`src/design/lin_ctrl_pkg.sv`:
```
package lin_ctrl_pkg;

   // register byte addresses
   localparam logic [31:0] ADDR_CONFIG = 32'h4000_1800;
   localparam logic [31:0] ADDR_STATUS = 32'h4000_1804;
   localparam logic [31:0] ADDR_DATA = 32'h4000_1808;
   localparam logic [31:0] ADDR_IRQ_EN = 32'h4000_180c;
   localparam logic [31:0] ADDR_DIV_LOW = 32'h4000_1810;
   localparam logic [31:0] ADDR_DIV_HIGH = 32'h4000_1814;

   localparam int CFG_TIMER_EN_BIT = 3;

   localparam int DIV_W = 15;
   localparam int DIV_LOW_W = 8;
   localparam int DIV_HIGH_W = 7;
   localparam logic [7:0] DIV_LOW_RESET = 8'he7;
   localparam logic [6:0] DIV_HIGH_RESET = 7'h03;

   localparam logic [7:0] STATUS_RESET = 8'h04;
   // flags that a status read clears
   localparam logic [7:0] STATUS_RC_MASK = 8'hf9;
   localparam logic [7:0] IRQ_EN_RESET = 8'h00;

   // break is a dominant run longer than this many bit times
   localparam int BREAK_BITS = 11;
   // sync field 0x55: falling edges 1..5 span eight bit times
   localparam int SYNC_FALL_EDGES = 5;
   localparam int SYNC_SPAN_SHIFT = 3;
   localparam int SD_CNT_W = 20;

   localparam int FRAME_LAST_BIT = 9;

   localparam int CLK_FREQ_KHZ = 125000;
   localparam int INACTIVE_TIME_MS = 4000;
   localparam int INACTIVE_CYCLES = INACTIVE_TIME_MS * CLK_FREQ_KHZ;

   typedef struct packed {
      logic bus_inactive;
      logic transmitter_forced_off;
      logic write_collision;
      logic receive_overrun;
      logic conflict;
      logic transmit_buffer_empty;
      logic receive_buffer_full;
      logic break_field_seen;
   } status_type;

   typedef struct packed {
      logic wr;
      logic rd;
      logic [31:0] addr;
      logic [31:0] wdata;
   } reg_req_type;

endpackage

```
`src/design/lin_controller.sv`:
```
`timescale 1ns/100ps
module lin_controller #(
   parameter int unsigned INACTIVE_CYCLES = lin_ctrl_pkg::INACTIVE_CYCLES
) (
   input wire logic clk_sys_i,
   input wire logic rst_i,
   input wire lin_ctrl_pkg::reg_req_type reg_req_i,
   output logic [31:0] reg_rdata_o,
   output logic irq_o,
   input wire logic lin_rx_i,
   output logic lin_tx_o
);

   typedef enum logic [1:0] {
      SD_IDLE,
      SD_LOW,
      SD_WAIT_START,
      SD_MEASURE
   } sd_state_type;

   typedef enum logic [1:0] {
      RX_IDLE,
      RX_START,
      RX_DATA,
      RX_STOP
   } rx_state_type;

   typedef enum logic {
      TX_IDLE,
      TX_BIT
   } tx_state_type;

   lin_ctrl_pkg::status_type status_ff;
   lin_ctrl_pkg::status_type nxt_status;
   logic [7:0] irq_en_ff;
   logic irq_ff;
   logic [31:0] rdata_ff;
   logic timer_en_ff;
   logic [lin_ctrl_pkg::DIV_LOW_W-1:0] div_low_ff;
   logic [lin_ctrl_pkg::DIV_HIGH_W-1:0] div_high_ff;
   logic [lin_ctrl_pkg::DIV_W-1:0] divisor;
   logic [15:0] bit_len;
   logic [15:0] half_bit;

   logic rx_meta_ff;
   logic rx_sync_ff;
   logic rx_prev_ff;
   logic bus_fall;
   logic bus_rise;

   logic wr_config;
   logic wr_data;
   logic wr_irq_en;
   logic wr_div_low;
   logic wr_div_high;
   logic rd_status;
   logic rd_data;

   sd_state_type sd_state_ff;
   logic [lin_ctrl_pkg::SD_CNT_W-1:0] sd_cnt_ff;
   logic [2:0] sd_edges_ff;
   logic [lin_ctrl_pkg::SD_CNT_W-1:0] break_thr;
   logic [lin_ctrl_pkg::SD_CNT_W-1:0] sync_span;
   logic sync_done;

   rx_state_type rx_state_ff;
   logic rx_en_ff;
   logic [15:0] rx_cnt_ff;
   logic [2:0] rx_bits_ff;
   logic [7:0] rx_shift_ff;
   logic [7:0] rx_buf_ff;
   logic rx_store;

   tx_state_type tx_state_ff;
   logic [7:0] tx_buf_ff;
   logic [8:0] tx_shift_ff;
   logic [15:0] tx_cnt_ff;
   logic [3:0] tx_bits_ff;
   logic lin_tx_ff;
   logic tx_load;
   logic tx_conflict;
   logic tx_forced_off;
   logic tx_active;

   logic [31:0] idle_cnt_ff;
   logic idle_fired_ff;
   logic idle_expire;

   assign divisor = {div_high_ff, div_low_ff};
   assign bit_len = 16'({1'b0, divisor}) + 16'h0001;
   assign half_bit = {1'b0, bit_len[15:1]};
   assign tx_active = (tx_state_ff == TX_BIT);

   // bus pin synchroniser; only the second and third stages feed logic
   always_ff @(posedge clk_sys_i) begin
      if (rst_i) begin
         rx_meta_ff <= 1'b1;
         rx_sync_ff <= 1'b1;
         rx_prev_ff <= 1'b1;
      end else begin
         rx_meta_ff <= lin_rx_i;
         rx_sync_ff <= rx_meta_ff;
         rx_prev_ff <= rx_sync_ff;
      end
   end

   assign bus_fall = rx_prev_ff & ~rx_sync_ff;
   assign bus_rise = ~rx_prev_ff & rx_sync_ff;

   // register decode
   assign wr_config = reg_req_i.wr &&
                      (reg_req_i.addr == lin_ctrl_pkg::ADDR_CONFIG);
   assign wr_data = reg_req_i.wr &&
                    (reg_req_i.addr == lin_ctrl_pkg::ADDR_DATA);
   assign wr_irq_en = reg_req_i.wr &&
                      (reg_req_i.addr == lin_ctrl_pkg::ADDR_IRQ_EN);
   assign wr_div_low = reg_req_i.wr &&
                       (reg_req_i.addr == lin_ctrl_pkg::ADDR_DIV_LOW);
   assign wr_div_high = reg_req_i.wr &&
                        (reg_req_i.addr == lin_ctrl_pkg::ADDR_DIV_HIGH);
   assign rd_status = reg_req_i.rd &&
                      (reg_req_i.addr == lin_ctrl_pkg::ADDR_STATUS);
   assign rd_data = reg_req_i.rd &&
                    (reg_req_i.addr == lin_ctrl_pkg::ADDR_DATA);

   always_ff @(posedge clk_sys_i) begin
      if (rst_i) begin
         timer_en_ff <= 1'b0;
      end else if (wr_config) begin
         timer_en_ff <= reg_req_i.wdata[lin_ctrl_pkg::CFG_TIMER_EN_BIT];
      end
   end

   always_ff @(posedge clk_sys_i) begin
      if (rst_i) begin
         irq_en_ff <= lin_ctrl_pkg::IRQ_EN_RESET;
      end else if (wr_irq_en) begin
         irq_en_ff <= reg_req_i.wdata[7:0];
      end
   end

   // detector load wins over a software write in the same cycle
   always_ff @(posedge clk_sys_i) begin
      if (rst_i) begin
         div_low_ff <= lin_ctrl_pkg::DIV_LOW_RESET;
         div_high_ff <= lin_ctrl_pkg::DIV_HIGH_RESET;
      end else if (sync_done) begin
         {div_high_ff, div_low_ff} <= sync_span[lin_ctrl_pkg::DIV_W-1:0]
                                      - 15'h0001;
      end else begin
         // debug use only: no lower bound is enforced here
         if (wr_div_low) begin
            div_low_ff <= reg_req_i.wdata[7:0];
         end
         if (wr_div_high) begin
            div_high_ff <= reg_req_i.wdata[6:0];
         end
      end
   end

   // break/sync detector
   assign break_thr = lin_ctrl_pkg::SD_CNT_W'(bit_len) *
                      lin_ctrl_pkg::SD_CNT_W'(lin_ctrl_pkg::BREAK_BITS);
   assign sync_span = (sd_cnt_ff + 20'h00001) >>
                      lin_ctrl_pkg::SYNC_SPAN_SHIFT;
   assign sync_done = (sd_state_ff == SD_MEASURE) && bus_fall &&
      (sd_edges_ff == 3'(lin_ctrl_pkg::SYNC_FALL_EDGES - 1));

   always_ff @(posedge clk_sys_i) begin
      if (rst_i) begin
         sd_state_ff <= SD_IDLE;
         sd_cnt_ff <= '0;
         sd_edges_ff <= '0;
      end else begin
         unique case (sd_state_ff)
            SD_IDLE: begin
               // own transmission must not look like a break
               if (bus_fall && !tx_active) begin
                  sd_cnt_ff <= '0;
                  sd_state_ff <= SD_LOW;
               end
            end
            SD_LOW: begin
               if (bus_rise) begin
                  if (sd_cnt_ff > break_thr) begin
                     sd_state_ff <= SD_WAIT_START;
                  end else begin
                     sd_state_ff <= SD_IDLE;
                  end
               end else if (sd_cnt_ff != '1) begin
                  sd_cnt_ff <= sd_cnt_ff + 20'h00001;
               end
            end
            SD_WAIT_START: begin
               if (bus_fall) begin
                  sd_cnt_ff <= '0;
                  sd_edges_ff <= 3'h1;
                  sd_state_ff <= SD_MEASURE;
               end
            end
            SD_MEASURE: begin
               if (sd_cnt_ff == '1) begin
                  sd_state_ff <= SD_IDLE;
               end else if (sync_done) begin
                  sd_state_ff <= SD_IDLE;
               end else begin
                  sd_cnt_ff <= sd_cnt_ff + 20'h00001;
                  if (bus_fall) begin
                     sd_edges_ff <= sd_edges_ff + 3'h1;
                  end
               end
            end
         endcase
      end
   end

   // receiver: 8N1, lsb first, sampled mid-bit
   always_ff @(posedge clk_sys_i) begin
      if (rst_i) begin
         rx_en_ff <= 1'b0;
      end else if (sync_done) begin
         rx_en_ff <= 1'b1;
      end else if (tx_load) begin
         rx_en_ff <= 1'b0;
      end
   end

   assign rx_store = (rx_state_ff == RX_STOP) && (rx_cnt_ff == '0) &&
                     rx_sync_ff;

   always_ff @(posedge clk_sys_i) begin
      if (rst_i) begin
         rx_state_ff <= RX_IDLE;
         rx_cnt_ff <= '0;
         rx_bits_ff <= '0;
         rx_shift_ff <= '0;
      end else if (sync_done || tx_load) begin
         rx_state_ff <= RX_IDLE;
      end else begin
         unique case (rx_state_ff)
            RX_IDLE: begin
               if (rx_en_ff && !tx_active && bus_fall) begin
                  rx_cnt_ff <= half_bit;
                  rx_state_ff <= RX_START;
               end
            end
            RX_START: begin
               if (rx_cnt_ff != '0) begin
                  rx_cnt_ff <= rx_cnt_ff - 16'h0001;
               end else if (!rx_sync_ff) begin
                  rx_cnt_ff <= bit_len - 16'h0001;
                  rx_bits_ff <= '0;
                  rx_state_ff <= RX_DATA;
               end else begin
                  // glitch, not a start bit
                  rx_state_ff <= RX_IDLE;
               end
            end
            RX_DATA: begin
               if (rx_cnt_ff != '0) begin
                  rx_cnt_ff <= rx_cnt_ff - 16'h0001;
               end else begin
                  rx_shift_ff <= {rx_sync_ff, rx_shift_ff[7:1]};
                  rx_bits_ff <= rx_bits_ff + 3'h1;
                  rx_cnt_ff <= bit_len - 16'h0001;
                  if (rx_bits_ff == 3'h7) begin
                     rx_state_ff <= RX_STOP;
                  end
               end
            end
            RX_STOP: begin
               // a bad stop bit drops the byte silently
               if (rx_cnt_ff != '0) begin
                  rx_cnt_ff <= rx_cnt_ff - 16'h0001;
               end else begin
                  rx_state_ff <= RX_IDLE;
               end
            end
         endcase
      end
   end

   always_ff @(posedge clk_sys_i) begin
      if (rst_i) begin
         rx_buf_ff <= '0;
      end else if (rx_store && !status_ff.receive_buffer_full) begin
         rx_buf_ff <= rx_shift_ff;
      end
   end

   // transmitter: buffer holds one byte, transmit_buffer_empty marks it
   always_ff @(posedge clk_sys_i) begin
      if (rst_i) begin
         tx_buf_ff <= '0;
      end else if (wr_data && status_ff.transmit_buffer_empty) begin
         tx_buf_ff <= reg_req_i.wdata[7:0];
      end
   end

   assign tx_load = (tx_state_ff == TX_IDLE) &&
                    !status_ff.transmit_buffer_empty;
   // compare mid-bit; the echo delay of the transceiver is well inside
   assign tx_conflict = tx_active && (tx_cnt_ff == half_bit) &&
                        lin_tx_ff && !rx_sync_ff;
   assign tx_forced_off = tx_active && (tx_cnt_ff == half_bit) &&
                          !lin_tx_ff && rx_sync_ff;

   always_ff @(posedge clk_sys_i) begin
      if (rst_i) begin
         tx_state_ff <= TX_IDLE;
         tx_shift_ff <= '1;
         tx_cnt_ff <= '0;
         tx_bits_ff <= '0;
         lin_tx_ff <= 1'b1;
      end else begin
         unique case (tx_state_ff)
            TX_IDLE: begin
               if (tx_load) begin
                  tx_shift_ff <= {1'b1, tx_buf_ff};
                  lin_tx_ff <= 1'b0;
                  tx_cnt_ff <= bit_len - 16'h0001;
                  tx_bits_ff <= '0;
                  tx_state_ff <= TX_BIT;
               end
            end
            TX_BIT: begin
               if (tx_conflict || tx_forced_off) begin
                  lin_tx_ff <= 1'b1;
                  tx_state_ff <= TX_IDLE;
               end else if (tx_cnt_ff != '0) begin
                  tx_cnt_ff <= tx_cnt_ff - 16'h0001;
               end else if (tx_bits_ff ==
                            4'(lin_ctrl_pkg::FRAME_LAST_BIT)) begin
                  lin_tx_ff <= 1'b1;
                  tx_state_ff <= TX_IDLE;
               end else begin
                  lin_tx_ff <= tx_shift_ff[0];
                  tx_shift_ff <= {1'b1, tx_shift_ff[8:1]};
                  tx_bits_ff <= tx_bits_ff + 4'h1;
                  tx_cnt_ff <= bit_len - 16'h0001;
               end
            end
         endcase
      end
   end

   // bus inactivity timer
   assign idle_expire = timer_en_ff && !idle_fired_ff &&
                        (idle_cnt_ff == 32'(INACTIVE_CYCLES));

   always_ff @(posedge clk_sys_i) begin
      if (rst_i) begin
         idle_cnt_ff <= '0;
         idle_fired_ff <= 1'b0;
      end else if (!timer_en_ff || bus_fall || bus_rise) begin
         idle_cnt_ff <= '0;
         idle_fired_ff <= 1'b0;
      end else if (idle_expire) begin
         idle_fired_ff <= 1'b1;
      end else if (!idle_fired_ff) begin
         idle_cnt_ff <= idle_cnt_ff + 32'h0000_0001;
      end
   end

   // status: clears first, sets after so a same-cycle event survives
   always_comb begin
      nxt_status = status_ff;
      if (rd_status) begin
         nxt_status = lin_ctrl_pkg::status_type'(status_ff &
                      ~lin_ctrl_pkg::STATUS_RC_MASK);
      end
      if (rd_data) begin
         nxt_status.receive_buffer_full = 1'b0;
      end
      if (wr_data && status_ff.transmit_buffer_empty) begin
         nxt_status.transmit_buffer_empty = 1'b0;
      end
      if (sync_done) begin
         nxt_status.break_field_seen = 1'b1;
      end
      if (rx_store) begin
         if (status_ff.receive_buffer_full) begin
            nxt_status.receive_overrun = 1'b1;
         end else begin
            nxt_status.receive_buffer_full = 1'b1;
         end
      end
      if (tx_load) begin
         nxt_status.transmit_buffer_empty = 1'b1;
      end
      if (tx_conflict) begin
         nxt_status.conflict = 1'b1;
      end
      if (wr_data && !status_ff.transmit_buffer_empty) begin
         nxt_status.write_collision = 1'b1;
      end
      if (tx_forced_off) begin
         nxt_status.transmitter_forced_off = 1'b1;
      end
      if (idle_expire) begin
         nxt_status.bus_inactive = 1'b1;
      end
   end

   always_ff @(posedge clk_sys_i) begin
      if (rst_i) begin
         status_ff <= lin_ctrl_pkg::status_type'(lin_ctrl_pkg::STATUS_RESET);
      end else begin
         status_ff <= nxt_status;
      end
   end

   always_ff @(posedge clk_sys_i) begin
      if (rst_i) begin
         irq_ff <= 1'b0;
      end else if (wr_irq_en) begin
         // follow a new mask at once, so irq never lags an enable change
         irq_ff <= |(nxt_status & reg_req_i.wdata[7:0]);
      end else begin
         irq_ff <= |(nxt_status & irq_en_ff);
      end
   end

   // read data stand one cycle after the strobe, zero otherwise
   always_ff @(posedge clk_sys_i) begin
      if (rst_i) begin
         rdata_ff <= '0;
      end else begin
         rdata_ff <= '0;
         if (reg_req_i.rd) begin
            unique case (reg_req_i.addr)
               lin_ctrl_pkg::ADDR_CONFIG: begin
                  rdata_ff[lin_ctrl_pkg::CFG_TIMER_EN_BIT] <= timer_en_ff;
               end
               lin_ctrl_pkg::ADDR_STATUS: begin
                  rdata_ff[7:0] <= status_ff;
               end
               lin_ctrl_pkg::ADDR_DATA: begin
                  rdata_ff[7:0] <= rx_buf_ff;
               end
               lin_ctrl_pkg::ADDR_IRQ_EN: begin
                  rdata_ff[7:0] <= irq_en_ff;
               end
               lin_ctrl_pkg::ADDR_DIV_LOW: begin
                  rdata_ff[7:0] <= div_low_ff;
               end
               lin_ctrl_pkg::ADDR_DIV_HIGH: begin
                  rdata_ff[6:0] <= div_high_ff;
               end
               default: begin
                  rdata_ff <= '0;
               end
            endcase
         end
      end
   end

   assign reg_rdata_o = rdata_ff;
   assign irq_o = irq_ff;
   assign lin_tx_o = lin_tx_ff;

endmodule // lin_controller

```
`config.mk`:
```
export PLATFORM = sky130hd
export DESIGN_NAME = lin_controller
export DESIGN_NICKNAME = d
export VERILOG_FILES = /design/src/design/lin_ctrl_pkg.sv /design/src/design/lin_controller.sv
export SDC_FILE = /design/constraint.sdc
export NUM_CORES = 1
export LEC_CHECK = 0
export BUFFER_PORTS_ARGS = -buffer_cell sky130_fd_sc_hd__buf_2
export CELL_PAD_IN_SITES_DETAIL_PLACEMENT = 1
export CELL_PAD_IN_SITES_GLOBAL_PLACEMENT = 2
export CORE_ASPECT_RATIO = 0.8
export CORE_MARGIN = 4
export CORE_UTILIZATION = 33
export DETAILED_ROUTE_END_ITERATION = 7
export PLACE_DENSITY = 0.79
export SYNTH_ARGS = -nofsm -noshare
export SYNTH_HDL_FRONTEND = slang
export SYNTH_SLANG_ARGS = --single-unit
```
`constraint.sdc`:
```
create_clock -name clk_sys_i -period 5.75 [get_ports clk_sys_i]
set_input_delay 0.8625 -clock clk_sys_i [delete_from_list [all_inputs] [get_ports clk_sys_i]]
set_output_delay 0.8625 -clock clk_sys_i [all_outputs]
set_load 0.05 [all_outputs]
```
==> impl_metrics.yaml <==
run_status:
  outcome: "finished, final reports clean"
power_and_ir_drop:
  seqPwrFrac_pct: 45.1
  p_leak_nw: 5.97
  switchingPower_mw: 0.829
  power_mw: 2.79
  peakVddDrop_mv: 0.197
  p_per_area_mw_per_mm2: 189
  p_comb_share_pct: 12.7
  power.share.clock_pct: 42.3
  swShare_pct: 29.7
  p_int_mw: 1.96
sta:
  tightest_slew_ns: 1.20
  setup_viol: 0
  worst_slack_ns: 0.207
  slew_headroom_pct: 20.2
  slew_violations: 0
  period_share_pct: 96.4
  period_needed_ns: 5.54
  hold_viol_final: 0
  skew_ns: 0.0120
  whs_ns: 0.439
  max_freq_ghz: 0.180
  setup_tns_ns: 0
setup_path:
  path_max_fanout: 10
  worst_ep_required_time_ns: 6.06
  r2r_slack_ns: 0.21
  crit_slowest_cell: "fa_1"
  critPathTopFamily: "simple AND/OR/NAND/NOR gates"
  critPathBufInv: 5
  end_kind: "flop"
  start_kind: "flop"
  critical_path_class: "flop to flop"
  critPathMaxStageDelay_ns: 0.50
  cp.arrival_ns: 5.86
layout:
  fin_util_pct: 38.4
  multi_input_area_mm2: 0.00860
  area_growth_pct: 14.3
  diodes: 0
  register_area_mm2: 0.00358
  fill_cells: 4700
  nets: 1875
  drive_above_1_share_pct: 14.8
cts:
  clockBufferDepth: 2
  cts-hold-fix-buffers: 0
  clk_pin_slew_ns: 0.07
  clk_latency_ns: 0.46
  tritoncts: "yes"
  clock_sinks: 178
  numCtsBuffers: 17
  htree_levels: 4
  cts-root-buf: "clkbuf_16"
drt:
  routed_wl_um: 42200
  wire_per_inst_um: 19.0
  drtPass1Iterations: 5
  viasPerCell: 5.46
  vias: 12147
  drc: 0
  drt_first_iter_violations: 740
  antenna_left: 0
logic_synthesis:
  ys.flop_type: "dfxtp_1"
  ys_seq_area_share_pct: 27.6
  yosysWarnings: 0
  netlist_area_mm2: 0.0129
  synthDistinctLibCells: 90
  async_flop_share_pct: 0
  synth-seq-cells: 178
  synth_area_per_cell_um2: 7.84
  synth_edf_count: 0
  syn_inst: 1645
floorplan:
  row_count: 64
  die_w_um: 229
  pin_count: 103
  die_h_um: 185
  die_area_mm2: 0.0423
  start_util_pct: 33.5
  core_area_mm2: 0.0384
global_route:
  gr-total-overflow: 0
  grt_util_all_layers_pct: 19.8
  grt_antenna_before_repair: 0
  grt_max_degree: 64
  grt_pass1_wl_um: 67800
  grt_pass1_vias: 12124
place:
  place_ws_ns: -0.0954
  port_buffers: 54
  gp_congestion: 0.910
  hpwlAfterDp_um: 32200
run:
  cap_violations: 0
worst_hold_path:
  holdCritPathClass: "flop to flop"
power groups by stage:
stage | Clock, mW | Sequential, mW | Combinational [mW]
after global placement | 0 | 1.29 | 0.344
after global routing | 1.28 | 1.26 | 0.390
after floorplan | 0 | 1.28 | 0.268
after CTS | 1.22 | 1.26 | 0.353
after detailed placement | 0 | 1.29 | 0.350
final | 1.18 | 1.26 | 0.353
per-stage QoR:
stage | instances | cell area [um^2]
floorplan | 1668 | 13000
global placement | 2188 | 14000
detailed placement | 2188 | 14000
CTS | 2221 | 14600
global route | 2224 | 14700
finish | 2224 | 14700
worst paths after layout:
path | startpoint | endpoint | cells after the start
max | div_low_ff[0]$_SDFFE_PP1P_ | flop | 26
min | rx_meta_ff$_SDFF_PP1_ | rx_sync_ff$_SDFF_PP1_ | 1
max reg2reg | div_low_ff[0]$_SDFFE_PP1P_ | flop | 26
min reg2reg | rx_meta_ff$_SDFF_PP1_ | rx_sync_ff$_SDFF_PP1_ | 1
cell usage in the layout (no fill, tap or decap), types with 16 or more instances in the layout:
cell,n
nand4_1,29
dfxtp_1,172
nor4_1,22
nor3_1,63
buf_4,94
a221oi_1,16
and2_1,25
conb_1,24
ha_1,77
xor2_1,38
nor2_1,161
buf_2,53
nand2_1,147
o21ai_0,65
xnor2_1,78
nand3_1,65
and3_1,24
clkbuf_16,17
a21oi_1,107
inv_1,98
a21o_1,19
mux2i_1,32
cell type report:
cell class / count / share of cell area, %
Clock buffer: 20 / 2.96
Clock inverter: 12 / 0.866
Inverter: 100 / 2.55
Multi-Input combinational cell: 1269 / 58.3
Sequential cell: 178 / 24.3
Tap cell: 495 / 4.20
Timing Repair Buffer: 150 / 6.84
flip-flops by register name, indices dropped and copies added (netlist names), 3 cells and up, named ones only:
signal,flops
tx_bits_ff,4
tx_shift_ff,8
irq_en_ff,8
div_low_ff,8
rx_bits_ff,3
sd_cnt_ff,20
div_high_ff,7
rx_shift_ff,8
sd_edges_ff,3
tx_buf_ff,8
rx_cnt_ff,16
idle_cnt_ff,32
rx_buf_ff,8
reg_rdata_o,8
status_ff,8
tx_cnt_ff,16
cells by family after synthesis:
group / count (synthesis) / synth area share, %
and+or+nand+nor: 638 / 24.6
AOI/OAI and AO/OA: 349 / 18.0
buffers and inverters: 221 / 7.63
DFF: 178 / 27.6
xor gates and xnor gates: 125 / 9.23
adders and majority gates: 90 / 9.43
muxes: 43 / 3.45
other: 1 / 0.0291
layer usage:
layer  global-route usage, %  share of wire (%)  vias to the layer above
met2                    30.1                 43                      211
met1                    29.5                 52                     5986
met4                    3.72                1.1                        0
met3                    3.41                3.9                       30
li1                        -                  -                     5920
met5                       0                  0                        -
Yosys cell counts (13+ instances only):
cell type / number / area share (%)
buf_2: 17 / 0.66
nor2_1: 164 / 4.8
o21ai_0: 65 / 2.5
and3_1: 24 / 1.2
nand3_1: 68 / 2.6
a211oi_1: 13 / 0.76
a221oi_1: 17 / 1.2
inv_1: 98 / 2.9
a21oi_1: 111 / 4.3
a21o_1: 19 / 1.1
xnor2_1: 78 / 5.3
clkbuf_1: 64 / 1.9
nor3_1: 65 / 2.5
xor2_1: 40 / 2.7
nand2b_1: 15 / 0.73
and2_1: 26 / 1.3
ha_1: 78 / 7.6
buf_4: 29 / 1.7
nand4_1: 29 / 1.4
mux2i_1: 32 / 2.5
nand2_1: 147 / 4.3
nor4_1: 24 / 1.2
a22oi_1: 14 / 0.82
dfxtp_1: 178 / 28
what timing repair did:
item	CTS	global route
buffers inserted	1	3
gates resized for setup	7	35
setup endpoints to repair	1	1
pin swaps	1	12
No activity file was read; power rests on OpenSTA's default activity.
